**config.mk**
```make
export PLATFORM = sky130hd
export DESIGN_NAME = asr_host_ctrl
export DESIGN_NICKNAME = d
export VERILOG_FILES = /design/src/rtl/asr_pin_sync.v /design/src/rtl/asr_host_ctrl.v
export VERILOG_INCLUDE_DIRS = /design/src /design/src/rtl
export SDC_FILE = /design/constraint.sdc
export NUM_CORES = 1
export LEC_CHECK = 0
export ABC_CLOCK_PERIOD_IN_PS = 5800
export BUFFER_PORTS_ARGS = -buffer_cell sky130_fd_sc_hd__buf_2
export CAP_MARGIN = 25
export CORE_UTILIZATION = 35
export DETAILED_ROUTE_END_ITERATION = 16
export GPL_TIMING_DRIVEN = 0
export PLACE_DENSITY_LB_ADDON = 0.15
export REMOVE_ABC_BUFFERS = 1
export SYNTH_ARGS = -nofsm -noshare
export SYNTH_HDL_FRONTEND = slang
export SYNTH_SLANG_ARGS = --single-unit
```
**constraint.sdc**
```tcl
create_clock -name ref_clk -period 5.8 [get_ports ref_clk]
set_input_delay 1.16 -clock ref_clk [delete_from_list [all_inputs] [get_ports ref_clk]]
set_output_delay 1.16 -clock ref_clk [all_outputs]
set_load 0.03 [all_outputs]
```
**src/rtl/asr_consts.vh**
```
// Purpose: Constants of the static memory controller
// Assumes: 100 MHz ref_clk, 10 ns period
// Notes:   Times in ns, cycle counts derived below
`ifndef ASR_CONSTS_VH
`define ASR_CONSTS_VH

`define ASR_CLK_PERIOD_NS   10
`define ASR_ADDR_W          19
`define ASR_DATA_W          16
// Read cycle and access times
`define ASR_T_READ_CYCLE_NS 55
`define ASR_T_ACCESS_NS     55
// Write cycle times
`define ASR_T_WRITE_CYCLE_NS 45
`define ASR_T_WRITE_PULSE_NS 35
`define ASR_T_WRITE_SETUP_NS 25
`define ASR_T_STROBE_FLOAT_NS 18
`define ASR_T_DRIVE_RELEASE_NS 18
// Least times round up
`define ASR_CYC_UP(t) (((t) + `ASR_CLK_PERIOD_NS - 1) / `ASR_CLK_PERIOD_NS)
`define ASR_RD_CYC     `ASR_CYC_UP(`ASR_T_READ_CYCLE_NS)
`define ASR_WR_PULSE_CYC `ASR_CYC_UP(`ASR_T_WRITE_PULSE_NS)
`define ASR_WR_SETUP_CYC `ASR_CYC_UP(`ASR_T_WRITE_SETUP_NS)
`define ASR_FLOAT_CYC  `ASR_CYC_UP(`ASR_T_STROBE_FLOAT_NS)
`define ASR_TURN_CYC   `ASR_CYC_UP(`ASR_T_DRIVE_RELEASE_NS)
`define ASR_CNT_W      4
// Pin filter latency: three stages plus the agreed-value flop
`define ASR_SYNC_CYC   4

`endif

```
**src/rtl/asr_pin_sync.v**
```verilog
// Purpose: Three-stage input synchroniser for data pins
// Assumes: Data pins change asynchronously to ref_clk
// Notes:   A bit changes once second and third stages agree
`timescale 1ns/1ps
module asr_pin_sync #(
   parameter W = 16
)(
   // Clock and reset
   input  wire         ref_clk,
   input  wire         rst_n,
   // Pin side
   input  wire [W-1:0] pin_in,
   // Synchronised side
   output wire [W-1:0] sync_out
);

   genvar i;
   // One filter per bit
   generate
      for (i = 0; i < W; i = i + 1)
      begin : g_bit
         reg s1;
         reg s2;
         reg s3;
         reg held;
         always @(posedge ref_clk or negedge rst_n)
         begin
            if (!rst_n)
            begin
               s1   <= 1'b0;
               s2   <= 1'b0;
               s3   <= 1'b0;
               held <= 1'b0;
            end
            else
            begin
               s1 <= pin_in[i];
               s2 <= s1;
               s3 <= s2;
               if (s2 == s3)
                  held <= s3; // Accept only agreed value
            end
         end
         assign sync_out[i] = held;
      end
   endgenerate

endmodule

```
**src/rtl/asr_host_ctrl.v**
```verilog
// Purpose: Host controller for an asynchronous 512K x 16 static memory
// Assumes: One request at a time; memory pins are unclocked levels
// Notes:   Writes are strobe controlled with drive control held off
// Overview of operation
// RULE_01 - Write only while strobe, both selects and a lane enable active.
// RULE_02 - Data held stable past the strobe edge that ends the write.
// RULE_03 - Strobe write with drive on lasts float delay plus data setup.
// RULE_04 - Memory floats its data pins in writes with drive control off.
// RULE_05 - Memory stays floating when selects drop with the strobe.
// RULE_06 - Host never drives the bus while the memory may drive it.
// RULE_07 - Write strobe stays inactive through every read cycle.
// RULE_08 - Address valid no later than selects and lane enables assert.
// RULE_09 - Memory gives new data on each address change while selected.
// RULE_10 - Reads drive only enabled lanes, low on 0-7, high on 8-15.
// RULE_11 - Writes store only enabled lanes, other byte unchanged.
// RULE_12 - Memory deselected when a select is off or both lanes off.
// RULE_13 - Memory floats all pins when drive control is off in a read.
`include "asr_consts.vh"
`timescale 1ns/1ps
module asr_host_ctrl (
   // Clock and reset
   input  wire                   ref_clk,
   input  wire                   rstn,
   // User request
   input  wire                   req_valid,
   input  wire                   req_write,
   input  wire [`ASR_ADDR_W-1:0] req_addr,
   input  wire [`ASR_DATA_W-1:0] req_wdata,
   input  wire [1:0]             req_lanes,
   output wire                   req_ready,
   // User answer
   output reg                    rsp_valid,
   output reg  [`ASR_DATA_W-1:0] rsp_rdata,
   // Memory pins
   output reg  [`ASR_ADDR_W-1:0] mem_addr,
   output reg                    select_low_active_n,
   output reg                    select_high_active,
   output reg                    write_strobe_n,
   output reg                    output_drive_n,
   output reg                    upper_lane_enable_n,
   output reg                    lower_lane_enable_n,
   input  wire [`ASR_DATA_W-1:0] mem_data_in,
   output reg  [`ASR_DATA_W-1:0] mem_data_out,
   output reg                    mem_data_oe
);

   localparam [2:0] ST_IDLE  = 3'd0;
   localparam [2:0] ST_SETUP = 3'd1;
   localparam [2:0] ST_READ  = 3'd2;
   localparam [2:0] ST_WRITE = 3'd3;
   localparam [2:0] ST_HOLD  = 3'd4;
   localparam [2:0] ST_TURN  = 3'd5;

   // Read samples after the access time and the four pin filter flops
   localparam integer RD_LAST_I   = `ASR_RD_CYC + `ASR_SYNC_CYC - 1;
   // Strobe low for the longer of pulse width and float plus setup
   localparam integer WR_SPAN_I   = `ASR_FLOAT_CYC + `ASR_WR_SETUP_CYC;
   localparam integer WR_LAST_I   = (`ASR_WR_PULSE_CYC > WR_SPAN_I) ?
                                    `ASR_WR_PULSE_CYC - 1 : WR_SPAN_I - 1;
   localparam integer TURN_LAST_I = `ASR_TURN_CYC - 1;
   // Cut to the counter width on purpose
   localparam [`ASR_CNT_W-1:0] RD_LAST   = RD_LAST_I[`ASR_CNT_W-1:0];
   localparam [`ASR_CNT_W-1:0] WR_LAST   = WR_LAST_I[`ASR_CNT_W-1:0];
   localparam [`ASR_CNT_W-1:0] TURN_LAST = TURN_LAST_I[`ASR_CNT_W-1:0];

   reg                    rst_s1;
   reg                    rst_n;
   reg [2:0]              state;
   reg [`ASR_CNT_W-1:0]   cnt;
   reg                    is_write;
   wire [`ASR_DATA_W-1:0] data_sync;
   reg [1:0]              req_lanes_q;

   // Reset release through two flops
   always @(posedge ref_clk or negedge rstn)
   begin
      if (!rstn)
      begin
         rst_s1 <= 1'b0;
         rst_n  <= 1'b0;
      end
      else
      begin
         rst_s1 <= 1'b1;
         rst_n  <= rst_s1;
      end
   end

   // Read data pins cross into ref_clk
   asr_pin_sync #(
      .W (`ASR_DATA_W)
   ) u_sync (
      .ref_clk  (ref_clk),
      .rst_n    (rst_n),
      .pin_in   (mem_data_in),
      .sync_out (data_sync)
   );

   // Ready only while idle; the request is taken on that edge
   assign req_ready = (state == ST_IDLE);

   // Access sequencer
   always @(posedge ref_clk or negedge rst_n)
   begin
      if (!rst_n)
      begin
         state               <= ST_IDLE;
         cnt                 <= 4'h0;
         is_write            <= 1'b0;
         rsp_valid           <= 1'b0;
         rsp_rdata           <= 16'h0000;
         mem_addr            <= 19'h00000;
         select_low_active_n <= 1'b1;
         select_high_active  <= 1'b0;
         write_strobe_n      <= 1'b1;
         output_drive_n      <= 1'b1;
         upper_lane_enable_n <= 1'b1;
         lower_lane_enable_n <= 1'b1;
         mem_data_out        <= 16'h0000;
         mem_data_oe         <= 1'b0;
      end
      else
      begin
         rsp_valid <= 1'b0;
         case (state)
            ST_IDLE:
            begin
               if (req_valid && req_lanes != 2'b00)
               begin
                  // Address and data first, selects next cycle
                  mem_addr     <= req_addr; // RULE_08
                  is_write     <= req_write;
                  mem_data_out <= req_wdata;
                  upper_lane_enable_n <= 1'b1;
                  lower_lane_enable_n <= 1'b1;
                  state <= ST_SETUP;
               end
            end
            ST_SETUP:
            begin
               select_low_active_n <= 1'b0;
               select_high_active  <= 1'b1;
               upper_lane_enable_n <= ~req_lanes_q[1];
               lower_lane_enable_n <= ~req_lanes_q[0];
               cnt <= 4'h0;
               if (is_write)
               begin
                  // Drive off keeps memory floating
                  output_drive_n <= 1'b1; // RULE_04
                  write_strobe_n <= 1'b0; // RULE_01
                  mem_data_oe    <= 1'b1; // RULE_06
                  state <= ST_WRITE;
               end
               else
               begin
                  // Memory may drive once selected with drive on
                  write_strobe_n <= 1'b1; // RULE_07
                  output_drive_n <= 1'b0;
                  state <= ST_READ;
               end
            end
            ST_READ:
            begin
               cnt <= cnt + 4'h1;
               if (cnt == RD_LAST)
               begin
                  // Pin data has passed the filter by now
                  rsp_rdata           <= data_sync; // RULE_10
                  rsp_valid           <= 1'b1;
                  output_drive_n      <= 1'b1;
                  select_low_active_n <= 1'b1;
                  select_high_active  <= 1'b0;
                  upper_lane_enable_n <= 1'b1;
                  lower_lane_enable_n <= 1'b1;
                  cnt   <= 4'h0;
                  state <= ST_TURN;
               end
            end
            ST_WRITE:
            begin
               cnt <= cnt + 4'h1;
               if (cnt == WR_LAST)
               begin
                  // Strobe edge ends the overlap
                  write_strobe_n <= 1'b1; // RULE_03
                  state <= ST_HOLD;
               end
            end
            ST_HOLD:
            begin
               // Data held one cycle past the ending edge
               mem_data_oe         <= 1'b0; // RULE_02
               select_low_active_n <= 1'b1;
               select_high_active  <= 1'b0;
               upper_lane_enable_n <= 1'b1;
               lower_lane_enable_n <= 1'b1;
               rsp_valid           <= 1'b1;
               state <= ST_IDLE;
            end
            ST_TURN:
            begin
               // Wait for memory release before any drive
               cnt <= cnt + 4'h1;
               if (cnt == TURN_LAST)
                  state <= ST_IDLE; // RULE_06
            end
            default:
               state <= ST_IDLE;
         endcase
      end
   end

   // Lanes captured with the request
   always @(posedge ref_clk or negedge rst_n)
   begin
      if (!rst_n)
         req_lanes_q <= 2'b00;
      else if (state == ST_IDLE && req_valid)
         req_lanes_q <= req_lanes; // RULE_11
   end

endmodule

```
==> out/qor.yml <==
status: "finished clean"
ioPinCount: 117
endpoint_kind: "output port"
place_inst: 580
yosysUniqueCellTypes: 43
synth-simple-area-share_pct: 3.841
min-delay-start: "u_sync.g_bit[12].s1$_DFF_PN0_"
leakagePower_nw: 2.888
arrival_ns: 1.68
fin_crit_sh_pct: 48.91
portBuffers: 116
ys_ff_latch: 135
synth_fa_ha_area_share_pct: 4.338
synth-edff-count: 0
rsz0062_at_grt: "false"
postCtsResizedCells: 0
tightest_slew_ns: 0.7805
ys.flop_type: "dfrtp_1"
antenna_found_initial: 1
cts-root-buf: "clkbuf_16"
drv_slew: 0
avgRoutedWirePerCell_um: 13.89
drive_gt1_share_pct: 48.62
drt_iter0_markers: 132
ant_nets: 0
synthArstFlopShare_pct: 100.0
grt_pass1_vias: 2878
die-area_um2: 14150
synth_top_family_by_area: "multiplexers"
die_h_um: 119.0
yosysMostFrequentCell: "dfrtp_1"
path_class: "reg -> out"
finalCriticalPeriod_ns: 2.837
p_per_area_nw_per_um2: 571.5
fin_skew_ns: 0.01401
setup_viol_count_final: 0
reg2reg_to: "mem_data_out[2]$_DFFE_PN0P_"
use_met1_pct: 15.68
synthCells: 298
drv_cap: 0
r2r_start: "state[1]$_DFFE_PN0P_"
yosys_warnings: 0
cts_sinks: 135
place_congestion: 0.7190
worstHoldPathType: "reg -> reg"
fin_cells: 613
fmax_mhz: 352.5
vdd_drop_max_mv: 0.3259
synth_top_area_cell: "dfrtp_1"
reg2reg_setup_slack_ns: 3.55
clock_latency_ns: 0.42
startpoint: "state[1]$_DFFE_PN0P_"
clock_path_buffers: 2
fp.dieW_um: 119.0
globalRouteTotalUtil_pct: 13.45
synthTopCellsByCount: "dfrtp_1, mux2_2, maj3_1, inv_1"
start_util_pct: 36.02
hpwl_um: 5675
start_kind: "flip-flop"
dp_slack_ns: 2.966
cts_tree: "built"
setup_slack_ns: 2.963
worstPathRequired_ns: 4.64
grt_pass1_wl_um: 14210
crit_fanout: 22
netlist.area_leader.share_pct: 67.94
crit_end: "req_ready"
synthXorXnorAreaFrac_pct: 0.1829
hold_viol: 0
cts-htree-levels: 4
syn_avg_cell_area_um2: 16.07
post-route-drc-count: 0
finalSetupTns_ns: 0
grt_overflow: 0
netlist_area_um2: 4788
ctsHoldBuffers: 0
ys_top_cells_by_area: "dfrtp_1, mux2_2, maj3_1"
grt_start_max_net_pins: 75
power_mw: 3.536
synth_mux_area_share_pct: 12.93
final_nets: 483
drt-total-wl_um: 8517
grt_use_met3_pct: 6.897
cts_buffers: 17
drt_first_pass_iters: 4
avgViaCountPerCell: 4.551
clk_pin_slew_ns: 0.06
cts_setup_buffers: 0
syn_to_final_growth_pct: 29.21
reg2regPathDepth: 4
synth_compound_area_share_pct: 5.304
top_usage_layer: "met2"
core.rowCount: 42
core_um2: 13300
seq_area_frac_synth_pct: 70.68
relSlewSlack_pct: 47.97
vias: 2790
gr-usage-met2_pct: 20.47
[metrics by stage]
| stage | hold slack [ns] | util (%) | area (µm²) |
|---|---|---|---|
| final | 0.3465 | 46.54 | 6187 |
| after global routing | 0.3528 | 46.52 | 6185 |
| after CTS | 0.3487 | 46.52 | 6185 |
| after detailed placement | 0.3347 | 41.75 | 5550 |
| after global placement | 0.3316 | 41.34 | 5497 |
| after floorplan | 0.3312 | - | 4696 |
[worst max-delay path, cell delays in order (launching register included)]
cell,delay [ns]
dfrtp_1,0.65
nor3_1,0.35
buf_2,0.25
[routing by layer]
metal / vias to the layer above / wire (µm)
met1: 1393 / 3612
met2: 76 / 4159
li1: 1309 / -
met3: 12 / 611
met5: - / 0
met4: 0 / 133
[power by group]
group / leakage [nW] / switching (mW) / internal (mW)
registers: 1.60 / 0.190 / 1.20
logic: 0.984 / 0.623 / 0.392
clock network: 0.300 / 0.403 / 0.733
total: 2.89 / 1.22 / 2.32
[cells by family (layout without fill, tap and decap cells)]
family                   Yosys count  count (layout)
flip-flops                       135             135
multiplexers                      55              55
AO/OA/AOI/OAI                     37              37
AND/OR/NAND/NOR                   27              27
buffers and inverters             22             160
adder cells (fa/ha/maj)           20              20
other                              1               2
XOR/XNOR                           1               1
[placed cells by master, fill, tap and decap left out, types with 2 or more instances in the layout]
cell type	Yosys	routed
buf_6	4	2
a221oi_1	3	3
a21o_1	2	2
a311oi_1	2	2
buf_2	5	116
dfstp_2	5	5
inv_6	0	4
clkinvlp_4	0	4
and3b_1	2	2
nor3b_1	3	3
maj3_1	17	17
o22ai_1	2	2
nand2_1	8	8
mux2_1	2	2
a21oi_1	8	8
o21ai_0	4	4
clkinv_2	0	2
inv_1	9	9
bufinv_16	0	4
mux2_2	53	53
clkbuf_16	0	17
nor2_1	3	3
dfrtp_1	130	129
o21a_1	3	3
ha_1	3	3
nand2b_1	2	2
o211ai_1	4	4
a22oi_1	2	2
[worst min path at each step]
stage	slack, ns	to	cells after the start
after floorplan	0.33	rst_n$_DFF_PN0_	0
after global placement	0.33	u_sync.g_bit[4].s2$_DFF_PN0_	0
after detailed placement	0.33	u_sync.g_bit[11].s2$_DFF_PN0_	0
after CTS	0.35	u_sync.g_bit[12].s2$_DFF_PN0_	0
after global routing	0.35	u_sync.g_bit[8].s2$_DFF_PN0_	0
final	0.35	u_sync.g_bit[12].s2$_DFF_PN0_	0
[final cells by class]
type / instances / area (µm²)
Tap cell: 176 / 220.2
Fill cell: 1216 / 7108
Clock buffer: 18 / 439.2
Antenna cell: 1 / 2.502
Clock inverter: 14 / 195.2
Sequential cell: 135 / 3388
Multi-Input combinational cell: 141 / 1277
Inverter: 9 / 33.78
Timing Repair Buffer: 119 / 630.6
[sequential cells by signal (all words and copies together), names as in the netlist, 2 cells and up]
signal,flops
cnt,4
mem_addr,19
mem_data_out,16
req_lanes_q,2
rsp_rdata,16
state,3
u_sync.g_bit.held,16
u_sync.g_bit.s1,16
u_sync.g_bit.s2,16
u_sync.g_bit.s3,16
(Power assumes the default switching activity.)
